File: src/rvss_pkg.sv
// constants, types and register map of the regulator sequencer
package rvss_pkg;
  // clock and internal timebases
  localparam int unsigned PCLK_PS        = 25000;
  localparam logic [9:0]  CLK16_INC      = 10'h002;  // 16 MHz = 40 MHz * 2 / 5
  localparam logic [9:0]  CLK16_MOD      = 10'h005;
  localparam int unsigned HALF_WAIT_PS   = 31250;    // half of a 16 MHz period
  localparam logic [1:0]  HALF_WAIT_CYC  = 2'((HALF_WAIT_PS + PCLK_PS - 1) / PCLK_PS);
  localparam int unsigned TRACK_STEP_NS  = 4000;
  localparam logic [10:0] TRACK_STEP_CYC = 11'(TRACK_STEP_NS * 1000 / PCLK_PS);
  localparam int unsigned RAMP_STEP_NS   = 32000;
  localparam logic [10:0] RAMP_STEP_CYC  = 11'(RAMP_STEP_NS * 1000 / PCLK_PS);
  // counts in switching cycles
  localparam logic [6:0]  SS_DELAY_SW    = 7'h40;    // 64
  localparam logic [9:0]  OFS_DECAY_SW   = 10'h280;  // 640, stands for 100 mV
  localparam logic [6:0]  NOLOAD_WAIT_SW = 7'h02;
  // codes and levels, levels in 12.5 mV units from 0 V
  localparam logic [5:0]  NOLOAD_CODE    = 6'h3f;
  localparam logic [6:0]  DAC_BASE_LSB   = 7'h2a;    // 0.525 V
  // register map and fields
  localparam logic [11:0] CTRL_OFS       = 12'h000;
  localparam logic [11:0] STAT_OFS       = 12'h004;
  localparam logic [9:0]  CTRL_PERIOD_RST = 10'h050; // 80 clocks = 500 kHz
  localparam int unsigned STAT_DAC_POS   = 0;
  localparam int unsigned STAT_CODE_POS  = 7;
  localparam int unsigned STAT_ST_POS    = 13;
  localparam int unsigned STAT_PG_POS    = 18;
  localparam int unsigned STAT_OVL_POS   = 19;
  localparam int unsigned STAT_PWM_POS   = 20;
  localparam int unsigned STAT_OFS_POS   = 21;
  // sequencer states
  typedef enum logic [4:0] {
    ST_OFF   = 5'h01,
    ST_DELAY = 5'h02,
    ST_RAMP  = 5'h04,
    ST_RUN   = 5'h08,
    ST_NLW   = 5'h10
  } rvss_state_t;
  // overvoltage trip level selection
  typedef enum logic [1:0] {
    TRIP_PRE  = 2'h0,
    TRIP_SOFT = 2'h1,
    TRIP_RUN  = 2'h2,
    TRIP_SHUT = 2'h3
  } rvss_trip_t;
endpackage

File: src/rvss_strobe_gen.sv
// fractional divider giving one-clock strobes at inc/modulus of pclk
`timescale 1ns/100ps
module rvss_strobe_gen (
  input  wire logic       pclk,
  input  wire logic       presetn,
  input  wire logic [9:0] inc,
  input  wire logic [9:0] modulus,
  output logic            strobe
);
  import rvss_pkg::*;

  typedef struct packed {
    logic [10:0] acc;
    logic        stb;
  } rvss_div_t;

  rvss_div_t q;
  rvss_div_t d;
  logic [10:0] sum;

  // accumulate and wrap, strobe on wrap
  always_comb begin
    d   = q;
    sum = q.acc + {1'b0, inc};
    if (sum >= {1'b0, modulus}) begin
      d.acc = sum - {1'b0, modulus};
      d.stb = 1'b1;
    end else begin
      d.acc = sum;
      d.stb = 1'b0;
    end
  end

  always_ff @(posedge pclk or negedge presetn) begin
    if (!presetn) begin
      q <= '0;
    end else begin
      q <= d;
    end
  end

  assign strobe = q.stb;
endmodule

File: src/rvss_sequencer.sv
// voltage code tracking, enable gating, soft-start and power-good core
//
// Decided for this implementation: the register offsets and register access over APB.
`timescale 1ns/100ps
module rvss_sequencer (
  input  wire logic       pclk,
  input  wire logic       presetn,
  input  wire logic       psel,
  input  wire logic       penable,
  input  wire logic       pwrite,
  input  wire logic [11:0] paddr,
  input  wire logic [31:0] pwdata,
  output logic [31:0]     prdata,
  output logic            pready,
  output logic            pslverr,
  input  wire logic [5:0] voltage_ident_code,
  input  wire logic       bias_por_ok,
  input  wire logic       en_above_thr,
  input  wire logic       logic_level_enable_in,
  input  wire logic       ov_detect,
  input  wire logic [7:0] remote_sense_voltage,
  output logic            pwm_oe,
  output logic [6:0]      dac_level,
  output logic [9:0]      sense_offset,
  output rvss_pkg::rvss_trip_t ov_trip_sel,
  output logic            power_ok_out_oe
);
  import rvss_pkg::*;

  typedef struct packed {
    rvss_state_t st;
    logic [5:0]  smp0;
    logic [5:0]  smp1;
    logic [5:0]  smp2;
    logic [5:0]  target;
    logic [6:0]  dac;
    logic [1:0]  pend;
    logic        pend_up;
    logic [10:0] tmr;
    logic [6:0]  swc;
    logic [9:0]  ofs;
    logic        pwm_oe;
    logic        pg_oe;
    logic        ovl;
    rvss_trip_t  trip;
    logic [9:0]  period;
    logic [31:0] prdata;
    logic        pready;
    logic        pslverr;
  } rvss_regs_t;

  localparam rvss_regs_t RST = '{st: ST_OFF, smp0: NOLOAD_CODE, smp1: NOLOAD_CODE,
    smp2: NOLOAD_CODE, target: NOLOAD_CODE, dac: '0, pend: '0, pend_up: 1'b0,
    tmr: '0, swc: '0, ofs: '0, pwm_oe: 1'b0, pg_oe: 1'b1, ovl: 1'b0,
    trip: TRIP_PRE, period: CTRL_PERIOD_RST, prdata: '0, pready: 1'b0,
    pslverr: 1'b0};

  rvss_regs_t q;
  rvss_regs_t d;
  logic       s16;
  logic       sw;
  logic       enabled;
  logic       uv;
  logic [6:0] tgt_lvl;

  // code to level in 12.5 mV units
  function automatic logic [6:0] lvl(input logic [5:0] code);
    lvl = DAC_BASE_LSB + {1'b0, code};
  endfunction

  // one LSB toward the goal
  function automatic logic [6:0] toward(input logic [6:0] cur, input logic [6:0] goal);
    if (goal > cur) begin
      toward = cur + 7'h01;
    end else if (goal < cur) begin
      toward = cur - 7'h01;
    end else begin
      toward = cur;
    end
  endfunction

  // 16 MHz sampling strobe
  rvss_strobe_gen u_clk16 (
    .pclk    (pclk),
    .presetn (presetn),
    .inc     (CLK16_INC),
    .modulus (CLK16_MOD),
    .strobe  (s16)
  );

  // switching-period strobe, period set by software
  rvss_strobe_gen u_swclk (
    .pclk    (pclk),
    .presetn (presetn),
    .inc     (10'h001),
    .modulus (q.period),
    .strobe  (sw)
  );

  // enable inputs and undervoltage compare at 75 percent of code level
  assign enabled = bias_por_ok && en_above_thr && logic_level_enable_in;
  assign tgt_lvl = lvl(q.target);
  assign uv      = {1'b0, remote_sense_voltage} < 9'(({2'b00, tgt_lvl} * 9'h003) >> 2);

  // next-state logic
  always_comb begin
    d = q;
    // code sampling on the 16 MHz strobe
    if (s16) begin
      d.smp0 = voltage_ident_code;
      d.smp1 = q.smp0;
      d.smp2 = q.smp1;
    end
    // three agreeing samples that differ make a new request
    if (q.smp0 == q.smp1 && q.smp1 == q.smp2 && q.smp0 != q.target) begin
      d.target = q.smp0;
      if (q.st == ST_RUN) begin
        d.pend    = HALF_WAIT_CYC;
        d.pend_up = lvl(q.smp0) > q.dac;
      end
    end
    // sense offset decays once the start delay is over
    if (sw && q.ofs != '0 && (q.st == ST_RAMP || q.st == ST_RUN || q.st == ST_NLW)) begin
      d.ofs = q.ofs - 10'h001;
    end
    if (!enabled) begin
      // disable from bias, enable or logic enable forces shutdown, clears the overvoltage latch and trip level; dac and offset are kept
      d.st     = ST_OFF;
      d.pwm_oe = 1'b0;
      d.pg_oe  = 1'b1;
      d.ovl    = 1'b0;
      d.trip   = TRIP_PRE;
      d.pend   = '0;
    end else if (q.ovl || ov_detect) begin
      // latched overvoltage holds shutdown, power good untouched
      d.ovl    = 1'b1;
      d.st     = ST_OFF;
      d.pwm_oe = 1'b0;
      d.trip   = TRIP_SHUT;
      d.pg_oe  = q.pg_oe;
      d.pend   = '0;
    end else begin
      case (q.st)
        ST_OFF: begin
          d.pwm_oe = 1'b0;
          d.pg_oe  = 1'b1;
          if (q.target != NOLOAD_CODE) begin
            d.st   = ST_DELAY;
            d.swc  = '0;
            d.dac  = '0;
            d.ofs  = OFS_DECAY_SW;
            d.trip = TRIP_SOFT;
          end
        end
        ST_DELAY: begin
          if (q.target == NOLOAD_CODE) begin
            d.st  = ST_NLW;
            d.swc = '0;
          end else if (sw) begin
            d.swc = q.swc + 7'h01;
            if (q.swc == SS_DELAY_SW - 7'h01) begin
              d.st  = ST_RAMP;
              d.tmr = RAMP_STEP_CYC;
            end
          end
        end
        ST_RAMP: begin
          if (q.target == NOLOAD_CODE) begin
            d.st  = ST_NLW;
            d.swc = '0;
          end else if (q.dac == tgt_lvl) begin
            d.st     = ST_RUN;
            d.trip   = TRIP_RUN;
            d.pwm_oe = 1'b1;
            d.pg_oe  = uv;
            d.tmr    = '0;
          end else begin
            if ({1'b0, q.dac} >= remote_sense_voltage) begin
              d.pwm_oe = 1'b1;
            end
            if (q.tmr <= 11'h001) begin
              d.dac = toward(q.dac, tgt_lvl);
              d.tmr = RAMP_STEP_CYC;
            end else begin
              d.tmr = q.tmr - 11'h001;
            end
          end
        end
        ST_RUN: begin
          d.pg_oe = uv;
          if (q.target == NOLOAD_CODE) begin
            d.st   = ST_NLW;
            d.swc  = '0;
            d.pend = '0;
          end else if (q.pend != '0) begin
            d.pend = q.pend - 2'h1;
            if (q.pend == 2'h1) begin
              d.tmr = TRACK_STEP_CYC;
              if (q.dac != tgt_lvl && (tgt_lvl > q.dac) == q.pend_up) begin
                d.dac = toward(q.dac, tgt_lvl);
              end
            end
          end else if (q.tmr != '0) begin
            d.tmr = q.tmr - 11'h001;
            if (q.tmr == 11'h001 && q.dac != tgt_lvl) begin
              d.dac = toward(q.dac, tgt_lvl);
              d.tmr = TRACK_STEP_CYC;
            end
          end
        end
        ST_NLW: begin
          if (q.target != NOLOAD_CODE) begin
            d.st  = ST_DELAY;
            d.swc = '0;
            d.dac = '0;
            d.ofs = OFS_DECAY_SW;
            d.trip = TRIP_SOFT;
            d.pwm_oe = 1'b0;
            d.pg_oe = 1'b1;
          end else if (sw) begin
            d.swc = q.swc + 7'h01;
            if (q.swc == NOLOAD_WAIT_SW - 7'h01) begin
              d.st     = ST_OFF;
              d.trip   = TRIP_SHUT;
              d.pwm_oe = 1'b0;
              d.pg_oe  = 1'b1;
            end
          end
        end
        default: begin
          d.st = ST_OFF;
        end
      endcase
    end
    // apb slave, no wait states: decode in setup, complete in access
    d.pready  = 1'b0;
    d.pslverr = 1'b0;
    if (psel && !penable) begin
      d.pready = 1'b1;
      d.prdata = '0;
      if (paddr == CTRL_OFS) begin
        d.prdata[9:0] = q.period;
      end else if (paddr == STAT_OFS) begin
        d.prdata[STAT_DAC_POS +: 7]  = q.dac;
        d.prdata[STAT_CODE_POS +: 6] = q.target;
        d.prdata[STAT_ST_POS +: 5]   = q.st;
        d.prdata[STAT_PG_POS]        = !q.pg_oe;
        d.prdata[STAT_OVL_POS]       = q.ovl;
        d.prdata[STAT_PWM_POS]       = q.pwm_oe;
        d.prdata[STAT_OFS_POS +: 10] = q.ofs;
      end else begin
        d.pslverr = 1'b1;
      end
    end else if (psel && penable && q.pready && pwrite && paddr == CTRL_OFS) begin
      d.period = pwdata[9:0];
    end
  end

  // state register
  always_ff @(posedge pclk or negedge presetn) begin
    if (!presetn) begin
      q <= RST;
    end else begin
      q <= d;
    end
  end

  // outputs straight from the state register
  assign prdata          = q.prdata;
  assign pready          = q.pready;
  assign pslverr         = q.pslverr;
  assign pwm_oe          = q.pwm_oe;
  assign dac_level       = q.dac;
  assign sense_offset    = q.ofs;
  assign ov_trip_sel     = q.trip;
  assign power_ok_out_oe = q.pg_oe;

  // checks
  a_off_no_pwm: assert property (@(posedge pclk) disable iff (!presetn)
    q.st == ST_OFF |-> !q.pwm_oe) else $error("phase outputs active in shutdown");
  a_start_at_once: assert property (@(posedge pclk) disable iff (!presetn)
    q.st == ST_OFF && enabled && !q.ovl && !ov_detect && q.target != NOLOAD_CODE
    |=> q.st == ST_DELAY && q.ofs == OFS_DECAY_SW) else $error("start not taken");
  a_noload_wait: assert property (@(posedge pclk) disable iff (!presetn)
    q.st == ST_NLW && $past(q.st) != ST_NLW
    |-> $stable(q.pwm_oe) && q.trip != TRIP_SHUT)
    else $error("no-load shutdown too early");
  a_noload_end: assert property (@(posedge pclk) disable iff (!presetn)
    q.st == ST_OFF && $past(q.st) == ST_NLW && $past(enabled) && !$past(ov_detect)
    |-> q.trip == TRIP_SHUT && !q.pwm_oe && q.pg_oe)
    else $error("no-load shutdown incomplete");
  a_ovl_kept: assert property (@(posedge pclk) disable iff (!presetn)
    q.ovl && enabled |=> q.ovl && q.st == ST_OFF) else $error("overvoltage latch lost");
  a_ramp_done: assert property (@(posedge pclk) disable iff (!presetn)
    q.st == ST_RAMP && q.dac == tgt_lvl && enabled && !q.ovl && !ov_detect
    && q.target != NOLOAD_CODE |=> q.st == ST_RUN) else $error("ramp end missed");
  a_step_one: assert property (@(posedge pclk) disable iff (!presetn)
    $changed(q.dac) && q.st == ST_RUN |-> q.dac == $past(q.dac) + 7'h01
    || q.dac == $past(q.dac) - 7'h01) else $error("dac jumped");
  a_ofs_hold: assert property (@(posedge pclk) disable iff (!presetn)
    q.st == ST_DELAY |-> q.ofs == OFS_DECAY_SW) else $error("offset decays early");
  a_pg_shut: assert property (@(posedge pclk) disable iff (!presetn)
    q.st == ST_OFF && !q.ovl |-> q.pg_oe) else $error("power good high in shutdown");
  a_pg_uv: assert property (@(posedge pclk) disable iff (!presetn)
    q.st == ST_RUN && enabled && !q.ovl && !ov_detect && q.target != NOLOAD_CODE
    |=> q.pg_oe == $past(uv)) else $error("power good not following undervoltage");
  a_ov_no_pg: assert property (@(posedge pclk) disable iff (!presetn)
    enabled && ov_detect && !q.pg_oe |=> !q.pg_oe) else $error("overvoltage pulled power good");
  // soft-start, tracking and shutdown checks
  a_ramp_up: assert property (@(posedge pclk) disable iff (!presetn)
    q.st == ST_RAMP && $changed(q.dac) |-> q.dac == $past(q.dac) + 7'h01)
    else $error("ramp step not one lsb up");
  a_pwm_prebias: assert property (@(posedge pclk) disable iff (!presetn)
    q.st == ST_RAMP && $rose(q.pwm_oe) |-> $past(q.dac) >= $past(remote_sense_voltage))
    else $error("phase outputs on below pre-bias level");
  a_ofs_decay: assert property (@(posedge pclk) disable iff (!presetn)
    sw && q.st == ST_RAMP && q.ofs != 10'h000 && enabled && !q.ovl && !ov_detect
    && q.target != NOLOAD_CODE |=> q.ofs == $past(q.ofs) - 10'h001)
    else $error("offset not decaying");
  a_half_wait: assert property (@(posedge pclk) disable iff (!presetn)
    q.st == ST_RUN && q.pend == 2'h2 |=> $stable(q.dac)) else $error("step before half wait");
  a_trip_shut: assert property (@(posedge pclk) disable iff (!presetn)
    q.trip == TRIP_SHUT |-> !q.pwm_oe) else $error("phase outputs active at shutdown trip");
endmodule

File: config.mk
export PLATFORM = sky130hd
export DESIGN_NAME = rvss_sequencer
export DESIGN_NICKNAME = d
export VERILOG_FILES = /design/src/rvss_pkg.sv /design/src/rvss_strobe_gen.sv /design/src/rvss_sequencer.sv
export SDC_FILE = /design/constraint.sdc
export NUM_CORES = 1
export LEC_CHECK = 0
export BUFFER_PORTS_ARGS = -buffer_cell sky130_fd_sc_hd__clkbuf_2
export CAP_MARGIN = 5
export CORE_UTILIZATION = 60
export CTS_BUF_LIST = sky130_fd_sc_hd__clkbuf_8
export CTS_CLUSTER_DIAMETER = 150
export DETAILED_ROUTE_END_ITERATION = 8
export GPL_ROUTABILITY_DRIVEN = 0
export PLACE_DENSITY = 0.81
export SYNTH_ARGS = -nofsm -noshare
export SYNTH_HDL_FRONTEND = slang
export SYNTH_HIERARCHICAL = 1
export SYNTH_SLANG_ARGS = --single-unit
File: constraint.sdc
create_clock -name pclk -period 5 [get_ports pclk]
set_input_delay 1 -clock pclk [delete_from_list [all_inputs] [get_ports pclk]]
set_output_delay 1 -clock pclk [all_outputs]
set_load 0.02 [all_outputs]
==> results of run 1 <==
[synth_stat cells, types with 23 or more instances]
master    instances  area share, %
dfrtp_1         111             28
ha_1             86             11
inv_1            74            2.8
nand2_1          74            2.8
nor2_1           62            2.3
o21ai_0          62            3.1
a21oi_1          53            2.7
buf_4            51            3.8
mux2_2           35            3.9
xnor2_1          35            3.1
dfstp_2          28            7.4
nor3_1           28            1.4
nand2b_1         23            1.4
[cell type report]
class	count	area (um2)
timing repair buffer	101	519
sequential	139	3510
clock buffer	19	262
clock inverter	13	133
multi-input combinational	786	5770
inverter	74	278
fill	1253	5310
tap	216	270
[worst register-to-register path: stages (launching register included)]
cell and delay, ns:
dfrtp_1 0.39, ha_1 0.30, a21oi_1 0.21, o21ai_0 0.18, or4b_2 0.66, a31oi_1 0.23
o21bai_1 0.10, xnor2_1 0.19, inv_1 0.07, ha_1 0.37, nand3_1 0.12, nor4_1 0.07
a211oi_2 0.27, a21boi_4 0.51, mux2_2 0.39
[final timing paths]
check                      cells after the start           end  slack [ns]
max                                           14  u_swclk/q[2]        0.82
min                                            2    prdata[20]        0.49
max reg2reg                                   14  u_swclk/q[2]        0.82
min reg2reg                                    2    prdata[20]        0.49
max in group asynchronous                      2         q[40]        3.25
min in group asynchronous                      1    prdata[29]        0.62
[through the flow]
| step | power [uW] | utilization (%) | instance area (um2) |
|---|---|---|---|
| 6_report | 6090 | 66.9 | 10700 |
| 5_1_grt | 6580 | 66.9 | 10700 |
| 4_1_cts | 6080 | 66.9 | 10700 |
| 3_5_place_dp | 5150 | 64.5 | 10400 |
| 3_3_place_gp | 5010 | 64.5 | 10400 |
| 2_1_floorplan | 4630 | - | 10100 |
[power by group through the flow]
stage	sequential, uW	clock, uW	combinational, uW
3_5_place_dp	1630	0	3520
5_1_grt	1640	973	3960
6_report	1610	909	3570
3_3_place_gp	1610	0	3400
2_1_floorplan	1520	0	3100
4_1_cts	1610	926	3540
[state kept, by name, summed over array words and instances (netlist names)]
signal,cells
pready,1
u_clk16/q,11
dac_level,7
q,61
sense_offset,10
power_ok_out_oe,1
u_swclk/strobe,1
pslverr,1
u_clk16/strobe,1
u_swclk/q,11
prdata,31
ov_trip_sel,2
pwm_oe,1
[per-layer routing]
metal / share of wire (%) / routed length, um / global-route usage [%]
met4: 1.7 / 365 / 8.18
met3: 5.8 / 1230 / 5.33
met5: 0 / 0 / 0
met1: 44 / 9390 / 31.4
met2: 48 / 10200 / 42.8
[logic make-up after synthesis]
kind of cell    count (synthesis)  share of synthesized area, %
simple gates                  287                          14.7
compound gates                253                          17.5
buf+inv                       155                          8.13
flops                         139                          35.2
fa+ha+maj                      91                          11.8
mux                            66                          7.76
xor+xnor                       56                          4.91
other cells                     2                        0.0752
[cells in the final DEF (no fill, tap or decap), types with 4 or more instances in the layout]
master / netlist / routed
nor4_1: 12 / 12
mux2_2: 35 / 35
xor2_1: 21 / 21
clkinv_4: 0 / 5
fa_1: 5 / 5
and3_1: 10 / 10
or3_1: 4 / 4
nand2_1: 74 / 74
nand3_1: 21 / 21
o31ai_1: 20 / 20
nand2b_1: 23 / 23
o21a_1: 7 / 7
a21oi_1: 53 / 53
mux2_4: 14 / 14
nor2_1: 62 / 62
a21o_1: 14 / 14
inv_6: 0 / 5
o21bai_1: 8 / 8
nand4_1: 9 / 9
a31oi_1: 12 / 12
clkbuf_8: 0 / 19
inv_1: 74 / 74
a211oi_1: 10 / 10
o211ai_2: 4 / 4
nor3_1: 28 / 28
mux2i_1: 17 / 17
o22ai_1: 8 / 8
ha_1: 86 / 86
dfrtp_1: 111 / 111
or2_2: 4 / 4
nor2b_1: 10 / 10
o21ai_0: 62 / 62
dfstp_2: 28 / 28
and2_1: 5 / 5
clkbuf_2: 0 / 97
a22o_1: 16 / 16
xnor2_1: 35 / 35
conb_1: 2 / 33
==> flow_metrics.py, run 1 <==
metrics = {
    "worst_setup_path": {
        "cpLargestDelayFamily": "compound AO/OA/AOI/OAI gates",
        "end_kind": "register",
        "required_ns": 5.37,
        "critPathBufInv": 1,
        "slowest_stage": "or4b_2",
        "startpoint": "u_swclk/q[2]",
        "reg2reg_from": "u_swclk/q[2]",
        "slowest_delay_ns": 0.66,
        "path_max_fanout": 11,
        "cp.arrival_ns": 4.55,
        "worstSetupStartpointType": "register",
        "crit_type": "register to register",
        "cp_common_cell": "ha_1",
        "crit_chain": "ha_1, a21oi_1, o21ai_0, or4b_2, a31oi_1, o21bai_1, xnor2_1, inv_1, ha_1, nand3_1, nor4_1, a211oi_2, a21boi_4, mux2_2",
    },
    "layout": {
        "drive_gt1_share_pct": 21.6,
        "area_growth_pct": 7.67,
        "nNetsFinal": 1277,
        "diodes": 0,
        "fin_cells": 1348,
    },
    "pwr": {
        "power_frac_clock_pct": 14.9,
        "internal_power_uw": 3620,
        "seqPwrFrac_pct": 26.4,
        "power_frac_comb_pct": 58.7,
        "powerDensity_nw_per_um2": 566,
        "max-vdd-ir-drop_v": 0.000671,
        "p_switching_uw": 2470,
        "switching_share_pct": 40.6,
        "leakage_uw": 0.00501,
    },
    "timing": {
        "tightest_slew_ns": 0.919,
        "maxSlewViolCount": 0,
        "setup_tns_ns": 0,
        "whs_ns": 0.486,
        "hold_viol_final": 0,
        "period_share_pct": 83.6,
        "fin_ws_ns": 0.820,
        "finalCriticalPeriod_ns": 4.18,
        "fin_skew_ns": 0.0122,
        "setup_viol": 0,
        "timing.fmax_mhz": 239,
        "slew_headroom_pct": 38.3,
        "grt_setup_unrepaired": "false",
    },
    "cts": {
        "htreeDepth": 4,
        "clkTransAtPathRegs_ns": 0.09,
        "cts_root_buf": "clkbuf_8",
        "cts_tree": "built",
        "cts_setup_buffers": 0,
        "cts_hold_buf": 0,
        "cts.sinks": 139,
        "cts-buffers-inserted": 17,
        "cts-resized-gates": 0,
        "clock_path_buffers": 2,
        "insertion_delay_ns": 0.47,
    },
    "global_routing": {
        "antenna_found_initial": 0,
        "grt_util_all_layers_pct": 25.0,
        "grt_pass1_wl_um": 33200,
        "grt_pass1_vias": 7031,
        "grt.overflow.total": 0,
        "grt_max_degree": 104,
    },
    "placement": {
        "dp.cells": 1316,
        "io_buffers": 98,
        "dp_hpwl_um": 16100,
        "place_ws_ns": 0.875,
    },
    "die": {
        "rows": 46,
        "num_io_pins": 122,
        "die-area_um2": 17200,
        "start_util_pct": 62.2,
        "die_w_um": 131,
        "die_height_um": 131,
        "core_area_um2": 16100,
    },
    "logic_synthesis": {
        "yosys_warnings": 6,
        "ys_types": 78,
        "synth_cells": 1049,
        "yosysSeqAreaShare_pct": 35.2,
        "synth_flop_cell": "dfrtp_1",
        "synth_edf_count": 0,
        "ys_ff_latch": 139,
        "async_flop_share_pct": 100,
        "syn_area_per_cell_um2": 9.52,
        "netlist_area_um2": 9980,
    },
    "drt": {
        "drc": 0,
        "vias": 7684,
        "drt_wl_total_um": 21100,
        "wire_per_inst_um": 15.7,
        "ant_nets": 0,
        "firstDrtPassIters": 7,
        "drt-initial-drc-count": 446,
        "viasPerCell": 5.70,
    },
    "outcome": {
        "outcome": "finished clean",
    },
    "min_path": {
        "worstHoldPathType": "register to register",
        "hp-start": "prdata[20]",
    },
    "run": {
        "maxCapViolations": 0,
    },
}
No activity file was read; power rests on OpenSTA's default activity.
==> run 2: changes to the inputs <==
==> constraint.sdc (replaced) <==
create_clock -name pclk -period 3.9 [get_ports pclk]
set_input_delay 0.78 -clock pclk [delete_from_list [all_inputs] [get_ports pclk]]
set_output_delay 0.78 -clock pclk [all_outputs]
set_load 0.02 [all_outputs]
==> flow_metrics.py, run 2 (synthesis results as in run 1) <==
metrics = {
    "outcome": {
        "outcome": "finished clean",
    },
    "timing": {
        "timing.fmax_mhz": 268,
        "fin_skew_ns": 0.0138,
        "fin_ws_ns": 0.165,
        "whs_ns": 0.365,
        "period_share_pct": 95.8,
        "tightest_slew_ns": 0.935,
        "maxSlewViolCount": 0,
        "slew_headroom_pct": 37.2,
        "hold_viol_final": 0,
        "setup_viol": 0,
        "setup_tns_ns": 0,
        "finalCriticalPeriod_ns": 3.74,
    },
    "layout": {
        "drive_gt1_share_pct": 24.2,
        "fin_cells": 1375,
        "area_growth_pct": 10.8,
        "nNetsFinal": 1304,
        "layout_commonest_cell": "dfrtp_1",
        "final_cell_mix": "111 x dfrtp_1, 97 x clkbuf_2, 85 x ha_1, 74 x inv_1, 73 x nand2_1",
        "largest_register_ffs": 61,
        "fill_cells": 1227,
        "diodes": 0,
        "top_register": "q",
    },
    "worst_setup_path": {
        "end_kind": "register",
        "reg2reg_from": "q[88]",
        "worstSetupStartpointType": "register",
        "startpoint": "q[88]",
        "required_ns": 4.24,
        "path_max_fanout": 6,
        "cp.arrival_ns": 4.08,
        "crit_type": "register to register",
    },
    "run": {
        "maxCapViolations": 0,
    },
    "die": {
        "die_w_um": 131,
        "die-area_um2": 17200,
        "start_util_pct": 62.2,
        "rows": 46,
        "num_io_pins": 122,
        "core_area_um2": 16100,
        "die_height_um": 131,
    },
    "pwr": {
        "leakage_uw": 0.00515,
        "max-vdd-ir-drop_v": 0.000732,
        "powerDensity_nw_per_um2": 748,
    },
    "drt": {
        "firstDrtPassIters": 6,
        "drt-initial-drc-count": 420,
        "drt_wl_total_um": 21700,
        "wire_per_inst_um": 15.8,
        "vias": 7835,
        "ant_nets": 0,
        "drc": 0,
        "viasPerCell": 5.70,
    },
    "cts": {
        "insertion_delay_ns": 0.46,
        "htreeDepth": 4,
        "cts.sinks": 139,
        "cts_root_buf": "clkbuf_8",
        "cts-buffers-inserted": 17,
        "clock_path_buffers": 2,
        "cts_hold_buf": 0,
        "cts_tree": "built",
        "clkTransAtPathRegs_ns": 0.09,
    },
    "global_routing": {
        "antenna_found_initial": 0,
        "grt.overflow.total": 0,
        "grt_max_degree": 89,
        "grt_pass1_wl_um": 34600,
        "grt_pass1_vias": 7373,
        "grt_util_all_layers_pct": 25.9,
    },
    "placement": {
        "place_ws_ns": 0.00423,
        "io_buffers": 98,
        "dp.cells": 1334,
        "dp_hpwl_um": 16100,
    },
    "min_path": {
        "worstHoldPathType": "input pin to async pin",
    },
}
## run 2: where the power goes
part / switching, uW / internal, uW
logic: 2490 / 2540
clock network: 585 / 604
registers: 249 / 1810
## run 2: critical path: stages, from the launching register on
cell	delay (ns)
dfstp_2	0.59
nand2_1	0.14
nand2b_1	0.18
xor2_2	0.20
ha_1	0.29
a211oi_2	0.22
nor2_1	0.06
or3_4	0.35
nand2_2	0.12
inv_1	0.06
fa_1	0.38
nand2b_1	0.19
a21oi_1	0.19
o21ai_0	0.10
nand2b_1	0.09
xnor2_1	0.08
a211oi_1	0.27
o2bb2ai_1	0.10
## run 2: worst paths after layout
kind | to | slack (ns) | cells after the start
hold reg to reg | prdata[3] | 0.48 | 2
max in group asynchronous | q[111] | 2.62 | 2
setup / recovery | dac_level[6] | 0.16 | 17
hold / removal | prdata[23] | 0.37 | 1
min in group pclk | prdata[3] | 0.48 | 2
setup reg to reg | dac_level[6] | 0.16 | 17
## run 2: layout make-up
class	count	area (um2)	area share, %
Tap cell	216	270	2.44
Clock buffer	19	262	2.36
Sequential cell	139	3510	31.8
Inverter	74	278	2.51
Multi-Input combinational cell	787	5860	53.0
Clock inverter	13	141	1.28
Timing Repair Buffer	127	739	6.68
## run 2: per-layer routing
| metal | vias to the layer above | part of all wire [%] | track usage (%) |
|---|---|---|---|
| li1 | 3866 | - | - |
| met2 | 215 | 48 | 43.7 |
| met1 | 3728 | 45 | 33.0 |
| met4 | 0 | 1.7 | 9.06 |
| met5 | - | 0 | 0 |
| met3 | 26 | 5.6 | 5.13 |
## run 2: timing repair
item | CTS | global route
gates cloned | 0 | 1
pin swaps | 1 | 9
gates resized for setup | 0 | 11
endpoints found under the hold margin | 0 | 0
buffers inserted | 0 | 8
setup endpoints to repair | 1 | 20
## run 2: stage by stage
step	total power, uW	util (%)	cell area [um2]
after global routing	8890	68.9	11100
after detailed placement	6750	65.4	10500
after floorplan	5930	-	10100
after global placement	6550	65.4	10500
final	8270	68.9	11100
after CTS	7990	67.9	10900
